**src/inc/urx_pkg.sv**
```systemverilog
// urx_pkg: register map, field positions and reset values of the serial receiver
// assumes a classic wishbone slave with 32-bit data and word-aligned registers
package urx_pkg;
  // register byte offsets
  localparam logic [3:0] URX_STATUS_OFS = 4'h0; // serial_status_reg
  localparam logic [3:0] URX_CONTROL_OFS = 4'h4; // serial_control_reg
  localparam logic [3:0] URX_FORMAT_OFS = 4'h8; // serial_format_reg
  localparam logic [3:0] URX_DATA_OFS = 4'hC; // serial_data_reg
  // status fields
  localparam int URX_ST_PE_POS = 2;
  localparam int URX_ST_DOR_POS = 3;
  localparam int URX_ST_FE_POS = 4;
  localparam int URX_ST_RXC_POS = 7;
  // control fields
  localparam int URX_CT_RECEIVER_ENABLE_POS = 4;
  localparam int URX_CT_RX_COMPLETE_IRQ_ENABLE_POS = 7;
  // format fields
  localparam int URX_FM_DSIZE_POS = 0; // 2-bit: 5..8 data bits
  localparam int URX_FM_STOP_BIT_COUNT_SELECT_POS = 3;
  localparam int URX_FM_PARITY_ODD_SELECT_POS = 4;
  localparam int URX_FM_PARITY_ENABLE_BIT_POS = 5;
  localparam int URX_FM_U2X_POS = 6;
  // reset values
  localparam logic [7:0] URX_CONTROL_RST = 8'h00;
  localparam logic [7:0] URX_FORMAT_RST = 8'h03;
  // sampling
  localparam logic [3:0] URX_OS_NORMAL = 4'hF; // last sample index, 16 per bit
  localparam logic [3:0] URX_OS_DOUBLE = 4'h7; // last sample index, 8 per bit
  localparam logic [3:0] URX_VOTE_N = 4'h8; // first voted sample, normal
  localparam logic [3:0] URX_VOTE_D = 4'h4; // first voted sample, double speed
  localparam int URX_DEPTH = 2;
endpackage : urx_pkg

```
**src/rtl/urx_receiver.sv**
```systemverilog
// urx_receiver: asynchronous serial receiver with two-deep buffer and status
// assumes rx_i is synchronous to clk_i and os_tick_i pulses at the sample rate
`timescale 1ns/10ps

// What this block does
// - receive-complete flag tracks buffer non-empty
// - receiver disabled flushes buffer, clears flag
// - interrupt request is level while flag set
// - data read pops oldest frame
// - error flags travel with frame in buffer
// - status writes never alter error flags
// - error flags never raise interrupts
// - frame error reflects first stop bit
// - only first stop bit checked
// - overrun when buffer full, shifter full, start
// - overrun cleared on successful transfer
// - parity checked only when enabled; odd/even select
// - parity error valid until frame read
// - parity error zero when checking disabled
// - disable abandons reception at once
// - disable discards all unread frames
// - sample 16x normal, 8x double speed
// - falling edge starts detection, sample 1
// - vote samples 8-10 or 4-6, reject high
// - realign bit timing on each start bit
// - first stop bit moves frame to buffer
// - unused upper data bits read zero
// - three centre samples vote every bit
module urx_receiver
  import urx_pkg::*;
#(
  parameter int DW = 8
) (
  input wire logic clk_i,
  input wire logic rst_i,
  input wire logic os_tick_i,
  input wire logic rx_i,
  input wire logic [3:0] wb_adr_i,
  input wire logic [31:0] wb_dat_i,
  input wire logic [3:0] wb_sel_i,
  input wire logic wb_we_i,
  input wire logic wb_cyc_i,
  input wire logic wb_stb_i,
  output logic [31:0] wb_dat_o,
  output logic wb_ack_o,
  output logic rx_irq_o,
  output logic rx_pin_owned_o
);

  typedef enum logic [1:0] {URX_IDLE, URX_START, URX_BITS} urx_state_t;

  typedef struct packed {
    urx_state_t st;
    logic rx_prev;
    logic [3:0] smp;
    logic [3:0] bitn;
    logic [1:0] votes;
    logic [9:0] shf;
    logic sh_full;
    logic sh_fe;
    logic sh_pe;
    logic dor_pend;
    logic [URX_DEPTH-1:0][DW+2:0] buf_q; // {fe, dor, pe, data}
    logic rd_ptr;
    logic [1:0] count;
    logic [7:0] ctl;
    logic [7:0] fmt;
    logic ack;
    logic [31:0] dat;
  } urx_reg_t;

  urx_reg_t r_ff;
  urx_reg_t nxt_r_ff;

  logic req;
  logic rd_data;
  logic receiver_enable;
  logic u2x;
  logic [3:0] last_smp;
  logic [3:0] vote_lo;
  logic [3:0] nbits;
  logic [DW+2:0] head;
  logic [DW+2:0] pend_entry;

  // decode and mode shorthands
  assign req = wb_cyc_i && wb_stb_i && !r_ff.ack;
  assign rd_data = req && !wb_we_i && (wb_adr_i == URX_DATA_OFS) && wb_sel_i[0];
  assign receiver_enable = r_ff.ctl[URX_CT_RECEIVER_ENABLE_POS];
  assign u2x = r_ff.fmt[URX_FM_U2X_POS];
  assign last_smp = u2x ? URX_OS_DOUBLE : URX_OS_NORMAL;
  assign vote_lo = u2x ? URX_VOTE_D : URX_VOTE_N;
  // data bits + optional parity + one stop bit
  assign nbits = 4'h5 + {2'b00, r_ff.fmt[URX_FM_DSIZE_POS +: 2]}
    + {3'b000, r_ff.fmt[URX_FM_PARITY_ENABLE_BIT_POS]} + 4'h1;
  assign head = r_ff.buf_q[r_ff.rd_ptr];
  // buffer entry that the waiting frame would become, watched by the checks
  assign pend_entry = {r_ff.sh_fe, r_ff.dor_pend, r_ff.sh_pe, r_ff.shf[DW-1:0]};

  // outputs
  assign wb_ack_o = r_ff.ack;
  assign wb_dat_o = r_ff.dat;
  assign rx_irq_o = r_ff.ctl[URX_CT_RX_COMPLETE_IRQ_ENABLE_POS] && (r_ff.count != 2'b00);
  assign rx_pin_owned_o = receiver_enable;

  // next-state logic for the whole receiver
  always_comb begin
    logic smp_bit;
    logic voted;
    logic [3:0] dpos;
    logic [7:0] dmask;
    logic par;
    logic push;
    logic pop;
    logic [DW+2:0] entry;
    smp_bit = 1'b0;
    voted = 1'b0;
    dpos = 4'h0;
    dmask = 8'h00;
    par = 1'b0;
    push = 1'b0;
    pop = 1'b0;
    entry = '0;
    nxt_r_ff = r_ff;
    nxt_r_ff.ack = req;
    // bus writes; status has no writable bits so error flags stay put
    if (req && wb_we_i && wb_sel_i[0]) begin
      if (wb_adr_i == URX_CONTROL_OFS) begin
        nxt_r_ff.ctl = wb_dat_i[7:0];
      end
      if (wb_adr_i == URX_FORMAT_OFS) begin
        nxt_r_ff.fmt = wb_dat_i[7:0];
      end
    end
    // bus reads
    nxt_r_ff.dat = 32'h0000_0000;
    if (req && !wb_we_i) begin
      case (wb_adr_i)
        URX_STATUS_OFS: begin
          nxt_r_ff.dat[URX_ST_RXC_POS] = (r_ff.count != 2'b00);
          if (r_ff.count != 2'b00) begin
            nxt_r_ff.dat[URX_ST_FE_POS] = head[DW+2];
            nxt_r_ff.dat[URX_ST_DOR_POS] = head[DW+1];
            nxt_r_ff.dat[URX_ST_PE_POS] = head[DW];
          end
        end
        URX_CONTROL_OFS: nxt_r_ff.dat[7:0] = r_ff.ctl;
        URX_FORMAT_OFS: nxt_r_ff.dat[7:0] = r_ff.fmt;
        URX_DATA_OFS: nxt_r_ff.dat[DW-1:0] = (r_ff.count != 2'b00) ? head[DW-1:0] : '0;
        default: nxt_r_ff.dat = 32'h0000_0000;
      endcase
    end
    pop = rd_data && (r_ff.count != 2'b00);
    // sampling state machine, one step per oversample tick
    if (os_tick_i) begin
      smp_bit = rx_i;
      nxt_r_ff.rx_prev = rx_i;
      case (r_ff.st)
        URX_IDLE: begin
          if (r_ff.rx_prev && !rx_i) begin
            nxt_r_ff.st = URX_START;
            nxt_r_ff.smp = 4'h1;
            nxt_r_ff.votes = 2'b00;
            if (r_ff.sh_full && (r_ff.count == 2'(URX_DEPTH))) begin
              nxt_r_ff.sh_full = 1'b0;
              nxt_r_ff.dor_pend = 1'b1;
            end
          end
        end
        URX_START: begin
          if (r_ff.smp >= vote_lo && r_ff.smp <= vote_lo + 4'h2 && smp_bit) begin
            nxt_r_ff.votes = r_ff.votes + 2'b01;
          end
          if (r_ff.smp == vote_lo + 4'h2) begin
            if ((r_ff.votes + {1'b0, smp_bit}) >= 2'b10) begin
              nxt_r_ff.st = URX_IDLE;
            end else begin
              nxt_r_ff.st = URX_BITS;
              nxt_r_ff.bitn = 4'h0;
              nxt_r_ff.votes = 2'b00;
            end
          end
          nxt_r_ff.smp = r_ff.smp + 4'h1;
        end
        URX_BITS: begin
          // sample numbers run 1..last_smp+1, bit boundary follows the start bit
          nxt_r_ff.smp = (r_ff.smp == last_smp + 4'h1) ? 4'h1 : r_ff.smp + 4'h1;
          if (r_ff.smp >= vote_lo && r_ff.smp <= vote_lo + 4'h2 && smp_bit) begin
            nxt_r_ff.votes = r_ff.votes + 2'b01;
          end
          if (r_ff.smp == vote_lo + 4'h2) begin
            voted = (r_ff.votes + {1'b0, smp_bit}) >= 2'b10;
            nxt_r_ff.votes = 2'b00;
            nxt_r_ff.shf = {voted, r_ff.shf[9:1]};
            nxt_r_ff.bitn = r_ff.bitn + 4'h1;
            if (r_ff.bitn + 4'h1 == nbits) begin
              nxt_r_ff.st = URX_IDLE;
              nxt_r_ff.sh_full = 1'b1;
              nxt_r_ff.sh_fe = !voted;
              nxt_r_ff.shf = {voted, r_ff.shf[9:1]} >> (4'hA - nbits);
            end
          end
        end
        default: nxt_r_ff.st = URX_IDLE;
      endcase
    end
    // parity check on the aligned frame once captured
    if (nxt_r_ff.sh_full && !r_ff.sh_full) begin
      dpos = 4'h5 + {2'b00, r_ff.fmt[URX_FM_DSIZE_POS +: 2]};
      dmask = 8'hFF >> (4'h8 - dpos);
      par = ^(nxt_r_ff.shf[7:0] & dmask) ^ nxt_r_ff.shf[dpos] ^ r_ff.fmt[URX_FM_PARITY_ODD_SELECT_POS];
      nxt_r_ff.sh_pe = r_ff.fmt[URX_FM_PARITY_ENABLE_BIT_POS] && par;
      nxt_r_ff.shf = {2'b00, nxt_r_ff.shf[7:0] & dmask};
    end
    // move a waiting frame into the buffer when room exists
    push = r_ff.sh_full && ((r_ff.count < 2'(URX_DEPTH)) || pop);
    entry = {r_ff.sh_fe, r_ff.dor_pend, r_ff.sh_pe, r_ff.shf[DW-1:0]};
    if (push) begin
      nxt_r_ff.buf_q[r_ff.rd_ptr ^ r_ff.count[0]] = entry;
      nxt_r_ff.sh_full = 1'b0;
      nxt_r_ff.dor_pend = 1'b0;
    end
    if (pop) begin
      nxt_r_ff.rd_ptr = !r_ff.rd_ptr;
    end
    nxt_r_ff.count = r_ff.count + {1'b0, push} - {1'b0, pop};
    // disabling is immediate and drops everything
    if (!nxt_r_ff.ctl[URX_CT_RECEIVER_ENABLE_POS]) begin
      nxt_r_ff.st = URX_IDLE;
      nxt_r_ff.rx_prev = 1'b1;
      nxt_r_ff.count = 2'b00;
      nxt_r_ff.sh_full = 1'b0;
      nxt_r_ff.dor_pend = 1'b0;
    end
  end

  // state register
  always_ff @(posedge clk_i) begin
    if (rst_i) begin
      r_ff <= '0;
      r_ff.rx_prev <= 1'b1;
      r_ff.ctl <= URX_CONTROL_RST;
      r_ff.fmt <= URX_FORMAT_RST;
    end else begin
      r_ff <= nxt_r_ff;
    end
  end
endmodule : urx_receiver

```
**config.mk**
```make
export PLATFORM = sky130hd
export DESIGN_NAME = urx_receiver
export DESIGN_NICKNAME = d
export VERILOG_FILES = /design/src/inc/urx_pkg.sv /design/src/rtl/urx_receiver.sv
export SDC_FILE = /design/constraint.sdc
export NUM_CORES = 1
export LEC_CHECK = 0
export BUFFER_PORTS_ARGS = -buffer_cell sky130_fd_sc_hd__buf_2
export CAP_MARGIN = 20
export CORE_MARGIN = 2
export CORE_UTILIZATION = 56
export DETAILED_ROUTE_END_ITERATION = 7
export GPL_TIMING_DRIVEN = 1
export PLACE_DENSITY_LB_ADDON = 0.08
export SLEW_MARGIN = 20
export SYNTH_ARGS = -nofsm -noshare
export SYNTH_HDL_FRONTEND = slang
export SYNTH_SLANG_ARGS = --single-unit
```
**constraint.sdc**
```tcl
create_clock -name clk_i -period 5.6 [get_ports clk_i]
set_clock_uncertainty 0.15 [all_clocks]
set_input_delay 0 -clock clk_i [delete_from_list [all_inputs] [get_ports clk_i]]
set_output_delay 0 -clock clk_i [all_outputs]
set_load 0.02 [all_outputs]
```
==> results.json, run 1 <==
{
  "gp_congestion": 0.928,
  "power.total_mw": 1.01,
  "holdCritPathClass": "in -> reg",
  "cap_violations": 0,
  "routed_wl_um": 10400,
  "setup-violations-final": 0,
  "path_max_fanout": 16,
  "netlist_area_sq_um": 4590,
  "pre_cts_ws_ps": 716,
  "clockRootBuffer": "clkbuf_8",
  "synth_top_flop_cell": "dfxtp_1",
  "grt_max_degree": 59,
  "cp.arrival_ps": 4980,
  "multi_input_comb_area_sq_um": 2720,
  "drtAntennaViolNets": 0,
  "switching_share": 0.271,
  "critPathRequiredTime_ps": 5670,
  "grt_pass1_vias": 3594,
  "power.switching_uw": 272,
  "cts_buffers": 9,
  "cp_slowest_stage_delay_ps": 740,
  "ys_ff_latch": 77,
  "worst_path_max_delay_cell": "ha_1",
  "ys_seq_area_frac": 0.336,
  "vias": 3812,
  "synth_cell_types": 66,
  "comb_power_share": 0.059,
  "hold_viol": 0,
  "chipWidth_um": 94.6,
  "fmax_mhz": 204,
  "status": "complete, no violations",
  "syn2layout_area_growth_pct": 9.32,
  "drt_iter0_drc": 190,
  "io_buffers": 30,
  "cellPowerDensity_nw_per_um2": 200,
  "p_int_uw": 734,
  "cp_cell_sequence": "inv_1, ha_1, clkinv_1, ha_1, o31ai_1, mux4_2, nor4_1, a211oi_1, or3b_1, mux2i_1, xnor3_1, nand3_1, a21oi_1",
  "initial_core_util": 0.568,
  "synth-edff-count": 0,
  "clockPowerShare": 0.395,
  "drive_above_1_share": 0.123,
  "dr.pass1.iters": 4,
  "antennaDiodeCount": 0,
  "pwr-share-seq": 0.546,
  "placementRows": 33,
  "avgViaCountPerCell": 5.65,
  "yosysWarnings": 0,
  "cts.htree.levels": 3,
  "startpoint_type": "flip-flop",
  "tightestPinTransition_ps": 809,
  "slew_headroom": 0.460,
  "syn-instance-count": 532,
  "fin_util": 0.620,
  "synth_area_per_cell_sq_um": 8.63,
  "core_sq_um": 8090,
  "async_reset_ff_frac": 0,
  "wire_per_inst_um": 15.4,
  "timing.setup.tns_ps": 0,
  "crit_top_cell": "ha_1",
  "stdcell_area_sq_um": 5020,
  "antenna_found_initial": 0,
  "p_leak_nw": 2.22,
  "overflow": 0,
  "worstSetupPathType": "reg -> reg",
  "grt_pass1_wl_um": 17200,
  "finalCritPeriodShare": 0.877,
  "grtUsageTotal": 0.245,
  "rsz0062_at_grt": "false",
  "nNetsFinal": 630,
  "clkTransAtPathRegs_ps": 100,
  "endpoint_kind": "flip-flop",
  "r2r_slack_ps": 690,
  "die-area_sq_um": 8940,
  "period_needed_ps": 4910,
  "slew_viol_final": 0,
  "drc": 0,
  "io_pins": 82,
  "cts_tree": "yes",
  "clk_latency_ps": 360,
  "ir_drop_uv": 121,
  "num-fill-cells": 760,
  "dp_hpwl_um": 7470,
  "place_area_sq_um": 4660,
  "seqCellArea_sq_um": 1540,
  "clock_path_buffers": 2,
  "fp.dieH_um": 94.6,
  "cts.sinks": 77,
  "worst_slack_ps": 691
}
==> metal layers <==
layer / GRT usage / vias up / routed length [um]
li1: - / 1901 / -
met1: 0.316 / 1817 / 4800
met2: 0.425 / 83 / 5070
met3: 0.0415 / 11 / 417
met4: 0.0628 / 0 / 116
met5: 0 / - / 0
==> stage by stage <==
step / hold slack (ps) / instances
finish: 64.0 / 675
global route: 109 / 675
CTS: 68.8 / 675
detailed placement: 107 / 641
global placement: 98.4 / 641
floorplan: -61.7 / 555
==> cell type report <==
type                       count  share of cell area
timing repair buffer          51              0.0703
multi-input combinational    401               0.542
sequential                    77               0.307
clock buffer                   9              0.0247
clock inverter                 7              0.0112
tap                          105              0.0262
inverter                      25              0.0187
==> synth_stat cells, drive strengths merged, types with 3 or more instances <==
| cell | n | area (sq um) |
|---|---|---|
| o311ai | 4 | 35.0 |
| a211oi | 4 | 30.0 |
| o21ai | 14 | 70.1 |
| a21oi | 26 | 134 |
| inv | 24 | 90.1 |
| nor2b | 3 | 18.8 |
| a21boi | 3 | 22.5 |
| nor2 | 80 | 300 |
| mux4 | 3 | 67.6 |
| o31ai | 3 | 27.5 |
| mux2 | 5 | 56.3 |
| nor3b | 4 | 30.0 |
| nand2 | 33 | 124 |
| o22ai | 4 | 25.0 |
| nand4b | 3 | 26.3 |
| nand3b | 5 | 37.5 |
| a221oi | 10 | 93.8 |
| or3b | 4 | 35.0 |
| and3 | 4 | 25.0 |
| nor4 | 4 | 25.0 |
| ha | 17 | 213 |
| nor3 | 9 | 45.0 |
| a211o | 4 | 35.0 |
| xor2 | 4 | 35.0 |
| or2 | 4 | 25.0 |
| a31oi | 3 | 18.8 |
| and2 | 7 | 43.8 |
| nand2b | 6 | 37.5 |
| nand3 | 11 | 55.1 |
| buf | 38 | 270 |
| xnor2 | 8 | 70.1 |
| o211ai | 3 | 22.5 |
| clkbuf | 14 | 52.6 |
| mux2i | 56 | 561 |
| dfxtp | 77 | 1540 |
==> final timing paths <==
check	cells after the start	start	endpoint
worst max-delay path	13	r_ff[38]	pend_entry[8]
worst min-delay path	3	rst_i	r_ff[36]
worst max register to register	13	r_ff[38]	pend_entry[8]
worst min register to register	1	wb_ack_o	wb_ack_o
==> registers in the layout, summed over array words and instances (netlist names) <==
register,count
wb_dat_o,8
r_ff,56
pend_entry,11
rx_pin_owned_o,1
wb_ack_o,1
==> layout by cell type (no fill, tap or decap), types with 11 or more instances in the layout <==
cell type	Yosys	final
nand3_1	11	11
dfxtp_1	77	77
nand2_1	33	33
conb_1	1	24
o21ai_0	13	13
buf_2	3	30
nor2_1	80	80
dlygate4sd3_1	0	18
ha_1	17	17
mux2i_1	56	56
a21oi_1	25	25
inv_1	24	24
==> power groups by stage <==
| stage | combinational (mW) | clock [mW] | sequential (mW) |
|---|---|---|---|
| after floorplan | 0.0468 | 0 | 0.562 |
| after global placement | 0.0485 | 0 | 0.562 |
| after detailed placement | 0.0492 | 0 | 0.562 |
| after CTS | 0.0585 | 0.404 | 0.549 |
| after global routing | 0.0653 | 0.424 | 0.550 |
| final | 0.0593 | 0.398 | 0.549 |
==> kinds of logic (layout without fill, tap and decap cells) <==
logic type	after synthesis	after routing	synth area share
fa+ha+maj	18	18	0.0507
compound gates	95	95	0.145
mux	64	64	0.149
buf+inv	77	92	0.0907
other cells	1	24	0.000816
simple gates	186	186	0.196
xor+xnor	14	14	0.0327
flops	77	77	0.336
==> critical path: cells and delay by family, from the launching register on <==
kind	cells	cell delay (ps)
fa+ha+maj	2	1330
buf+inv	2	420
simple gates	3	930
compound gates	3	430
mux	2	710
flops	1	440
xor+xnor	1	350
==> repair_timing <==
| action | in CTS | in global routing |
|---|---|---|
| buffers inserted | 0 | 0 |
| hold buffers | 18 | 0 |
| resized for setup | 0 | 0 |
| hold endpoints to repair | 31 | 0 |
Power figures use the tool's default switching activity.
==> run 2, diff against run 1 <==
==> constraint.sdc (replaced) <==
create_clock -name clk_i -period 5.6 [get_ports clk_i]
set_clock_uncertainty 0.15 [all_clocks]
set_input_delay 0.56 -clock clk_i [delete_from_list [all_inputs] [get_ports clk_i]]
set_output_delay 0.56 -clock clk_i [all_outputs]
set_load 0.02 [all_outputs]
==> run 2 against run 1 <==
Global-route usage shrank 0.50 points. Setup slack better by 140 ps. Sequential cell count did not move. Sequential power is essentially flat. Critical path depth unchanged. Combinational power down 16%. Power is 1.6% higher. Maximum frequency is 2.8% higher. First-iteration DRC count shrank 32%. Highest routed layer unchanged. Hold slack gained 240 ps. Via count is 3.1% lower. Non-clock buffer count shrank 17.
==> results.json, run 2 (synthesis gave the netlist of run 1 again) <==
{
  "status": "complete, no violations",
  "critPathRequiredTime_ps": 5670,
  "ctsHoldBuffers": 0,
  "timing.setup.tns_ps": 0,
  "cellPowerDensity_nw_per_um2": 210,
  "drtAntennaViolNets": 0,
  "clock_path_buffers": 2,
  "io_pins": 82,
  "drc": 0,
  "endpoint_kind": "flip-flop",
  "period_needed_ps": 4770,
  "rr_worst_depth": 13,
  "vias": 3693,
  "dp_hpwl_um": 7510,
  "post_cts_buffers": 0,
  "cap_violations": 0,
  "cts.sinks": 77,
  "grt_pass1_vias": 3483,
  "chipWidth_um": 94.6,
  "antennaDiodeCount": 0,
  "rsz0062_at_grt": "false",
  "r2r-end": "pend_entry[8]",
  "initial_core_util": 0.568,
  "holdPathStages": 1,
  "num-fill-cells": 749,
  "cts_resized": 0,
  "tightestPinTransition_ps": 837,
  "critical_path.reg2reg.startpoint": "r_ff[33]",
  "die-area_sq_um": 8940,
  "slew_viol_final": 0,
  "grt_pass1_wl_um": 16900,
  "fmax_mhz": 209,
  "grt_max_degree": 32,
  "drive_above_1_share": 0.128,
  "min_to": "wb_ack_o",
  "hold_viol": 0,
  "gp_congestion": 0.893,
  "mostFrequentLayoutCell": "nor2_1",
  "holdCritPathClass": "reg -> reg",
  "cts_tree": "yes",
  "slew_headroom": 0.442,
  "dr.pass1.iters": 4,
  "startpoint_type": "flip-flop",
  "grtUsageTotal": 0.240,
  "wire_per_inst_um": 15.3,
  "antenna_found_initial": 0,
  "cts.htree.levels": 3,
  "drt_iter0_drc": 129,
  "io_buffers": 30,
  "placementRows": 33,
  "p_leak_nw": 2.18,
  "finalCritPeriodShare": 0.852,
  "fin_util": 0.601,
  "largest_reg_flops": 56,
  "clockRootBuffer": "clkbuf_8",
  "ir_drop_uv": 124,
  "cts_buffers": 9,
  "nNetsFinal": 613,
  "top_register": "r_ff",
  "r2r_slack_ps": 830,
  "setup-violations-final": 0,
  "worstSetupPathType": "reg -> reg",
  "syn2layout_area_growth_pct": 5.94,
  "clk_latency_ps": 350,
  "pre_cts_ws_ps": 878,
  "overflow": 0,
  "fp.dieH_um": 94.6,
  "clkTransAtPathRegs_ps": 90,
  "worstHoldStart": "wb_ack_o",
  "worst_slack_ps": 827,
  "cp.arrival_ps": 4840,
  "path_max_fanout": 16,
  "core_sq_um": 8090,
  "avgViaCountPerCell": 5.61,
  "routed_wl_um": 10100,
  "final_cell_mix": "80 x nor2_1, 77 x dfxtp_1, 56 x mux2i_1, 33 x nand2_1, 30 x buf_2"
}
[run 2: cell count changes in the layout (fill, tap and decap cells not counted), sizes merged]
cell,previous run,this run
buf,33,34
bufinv,0,1
clkinv,1,4
clkinvlp,4,1
dlygate4sd3,18,0
inv,27,26
[run 2: how the worst max path moves through the flow]
stage                   from             to  slack, ps  cells after the start
floorplan           r_ff[33]  pend_entry[8]       1430                     16
global placement    r_ff[33]  pend_entry[8]        930                     13
detailed placement  r_ff[33]  pend_entry[8]        880                     13
CTS                 r_ff[33]  pend_entry[8]        840                     13
global route        r_ff[33]  pend_entry[8]        470                     13
finish              r_ff[33]  pend_entry[8]        830                     13
[run 2: routing by layer]
metal	wire length (um)	GRT usage	part of all wire	up-vias
met2	4990	0.415	0.50	72
met5	0	0	0	-
li1	-	-	-	1867
met4	119	0.0664	0.012	0
met3	311	0.0431	0.031	8
met1	4640	0.306	0.46	1746
[run 2: critical path: stages (launching register included)]
cell and delay [ps]:
dfxtp_1 560, inv_1 180, fa_1 680, inv_1 70, ha_1 640, o31ai_1 250
mux4_2 490, nor4_1 380, a211oi_1 110, or3b_1 390, mux2i_1 240, xnor3_1 360
nand3_1 90, a21oi_1 60
[run 2: power by group]
part / internal, mW / total, mW / leakage, nW / switching (mW)
Sequential: 0.548 / 0.549 / 0.620 / 0.00116
Combinational: 0.0126 / 0.0497 / 1.46 / 0.0371
Clock: 0.208 / 0.423 / 0.100 / 0.215
[run 2: cell type report]
cell class / instances / area (sq um) / area share
well taps: 105 / 131 / 0.0270
repair buffers: 34 / 180 / 0.0370
flip-flops and latches: 77 / 1540 / 0.317
multi-input cells: 401 / 2720 / 0.559
clock buffers: 9 / 124 / 0.0255
inverters: 25 / 93.8 / 0.0193
clock inverters: 7 / 73.8 / 0.0152
[run 2: metrics by stage]
step / hold slack [ps] / cell area (sq um) / cells / power (mW)
finish: 305 / 4870 / 658 / 1.02
global route: 301 / 4870 / 658 / 1.06
detailed placement: 296 / 4670 / 642 / 0.611
global placement: 294 / 4670 / 642 / 0.611
floorplan: 292 / 4680 / 555 / 0.609
CTS: 290 / 4870 / 658 / 1.03
==> run 3, diff against run 2 <==
--- a/config.mk
+++ b/config.mk
@@ -7,6 +7,7 @@
 export LEC_CHECK = 0
 export BUFFER_PORTS_ARGS = -buffer_cell sky130_fd_sc_hd__buf_2
 export CAP_MARGIN = 20
+export CORE_ASPECT_RATIO = 0.7
 export CORE_MARGIN = 2
 export CORE_UTILIZATION = 56
 export DETAILED_ROUTE_END_ITERATION = 7
==> run 3 against run 2 <==
Sequential cell count is the same. Cell count shrank 0.76%. Hold slack gained 8.5 ps. Sequential share of layout area shrank 0.76 points. Register-to-register slack lost 70 ps. Setup slack lost 73 ps. Via count grew 3.6%. Die area grew 0.13%. First-iteration DRC count grew 120%. Critical path type unchanged.
==> results.json, run 3 (synthesis gave the netlist of run 1 again) <==
{
  "post_cts_buffers": 0,
  "wire_per_inst_um": 16.0,
  "slew_viol_final": 0,
  "cts_tree": "yes",
  "antennaDiodeCount": 0,
  "grt_pass1_vias": 3495,
  "p_int_uw": 959,
  "power.switching_uw": 285,
  "overflow": 0,
  "p_leak_nw": 2.23,
  "drt_iter0_drc": 285,
  "top_register": "r_ff",
  "antenna_found_initial": 0,
  "clkTransAtPathRegs_ps": 70,
  "period_needed_ps": 4850,
  "vias": 3825,
  "drtAntennaViolNets": 0,
  "pwr-share-seq": 0.442,
  "routed_wl_um": 10400,
  "clockRootBuffer": "clkbuf_16",
  "comb_power_share": 0.040,
  "final_cell_mix": "80 x nor2_1, 77 x dfxtp_1, 56 x mux2i_1, 33 x nand2_1, 30 x buf_2",
  "worstHoldStart": "wb_dat_i[4]",
  "clk_latency_ps": 340,
  "cts_buffers": 9,
  "cts.htree.levels": 3,
  "drive_above_1_share": 0.127,
  "crit_top_cell": "ha_1",
  "worst_slack_ps": 753,
  "cp_cell_sequence": "inv_1, ha_1, clkinv_1, ha_1, o31ai_1, mux4_2, nor4_1, a211oi_1, or3b_1, mux2i_1, xnor3_1, nand3_1, a21oi_1",
  "dr.pass1.iters": 5,
  "avgViaCountPerCell": 5.86,
  "critical_path.reg2reg.startpoint": "r_ff[38]",
  "crit_family": "adder cells",
  "tightestPinTransition_ps": 827,
  "io_pins": 82,
  "multi_input_comb_area_sq_um": 2720,
  "grt_pass1_wl_um": 17200,
  "drc": 0,
  "cellPowerDensity_nw_per_um2": 250,
  "cp_slowest_stage_delay_ps": 750,
  "timing.setup.tns_ps": 0,
  "gp_congestion": 0.915,
  "endpoint_kind": "flip-flop",
  "cts.sinks": 77,
  "dp_hpwl_um": 7740,
  "placementRows": 27,
  "worst_path_max_delay_cell": "ha_1",
  "seqCellArea_sq_um": 1540,
  "status": "complete, no violations",
  "core_sq_um": 7910,
  "clock_path_buffers": 2,
  "die-area_sq_um": 8950,
  "rsz0062_at_grt": "false",
  "cp_num_buf_inv": 2,
  "worstSetupPathType": "reg -> reg",
  "hold_viol": 0,
  "fmax_mhz": 206,
  "finalCritPeriodShare": 0.865,
  "cp.arrival_ps": 4890,
  "largest_reg_flops": 56,
  "cts_resized": 0,
  "nNetsFinal": 612,
  "ctsHoldBuffers": 0,
  "num-fill-cells": 709,
  "critPathRequiredTime_ps": 5650,
  "r2r_slack_ps": 750,
  "chipWidth_um": 112,
  "initial_core_util": 0.581,
  "fp.dieH_um": 79.8,
  "startpoint_type": "flip-flop",
  "clockPowerShare": 0.518,
  "pre_cts_ws_ps": 823,
  "crit_start": "r_ff[38]",
  "ir_drop_uv": 218,
  "hold_ws_ps": 314,
  "path_max_fanout": 16,
  "switching_share": 0.229,
  "mostFrequentLayoutCell": "nor2_1",
  "setup-violations-final": 0,
  "slew_headroom": 0.448,
  "io_buffers": 30,
  "grt_max_degree": 59,
  "syn2layout_area_growth_pct": 8.55,
  "cap_violations": 0,
  "grtUsageTotal": 0.242,
  "holdCritPathClass": "in -> reg"
}
-- run 3: changes by cell type in the layout (fill, tap and decap cells not counted), sizes merged --
cell / before / now
buf: 34 / 33
clkinv: 4 / 1
inv: 26 / 28
bufinv: 1 / 2
-- run 3: worst paths after layout --
| kind | cells past startpoint | endpoint |
|---|---|---|
| setup / recovery | 13 | pend_entry[8] |
| hold / removal | 3 | r_ff[37] |
| setup reg to reg | 13 | pend_entry[8] |
| hold reg to reg | 2 | r_ff[100] |
-- run 3: tightest hold or removal path, cell delays in order --
cell	delay [ps]
buf_2	80
mux2i_1	50
nor2_1	70
-- run 3: layout make-up --
| cell class | instances | share of cell area |
|---|---|---|
| clock inverters | 7 | 0.0211 |
| clock buffers | 9 | 0.0452 |
| inverters | 25 | 0.0188 |
| multi-input cells | 401 | 0.546 |
| repair buffers | 33 | 0.0346 |
| well taps | 101 | 0.0253 |
| flip-flops and latches | 77 | 0.309 |
-- run 3: per-stage QoR --
stage	area (sq um)	total power [mW]	cells	utilization
2_1_floorplan	4680	0.609	555	-
3_3_place_gp	4660	0.611	637	0.589
3_5_place_dp	4660	0.611	637	0.589
4_1_cts	4990	1.25	653	0.631
5_1_grt	4990	1.28	653	0.631
6_report	4990	1.24	653	0.631
-- run 3: layer usage --
layer / vias up / GRT usage / wire, um
met5: - / 0 / 0
met4: 0 / 0.0610 / 94
met3: 10 / 0.0569 / 711
met2: 117 / 0.362 / 4420
met1: 1836 / 0.352 / 5210
li1: 1862 / - / -
-- run 3: power by group through the flow --
stage / logic, mW / clock network [mW] / registers (mW)
final: 0.0496 / 0.645 / 0.550
after global routing: 0.0538 / 0.676 / 0.550
after CTS: 0.0490 / 0.653 / 0.550
after detailed placement: 0.0490 / 0 / 0.562
after global placement: 0.0485 / 0 / 0.562
after floorplan: 0.0468 / 0 / 0.562
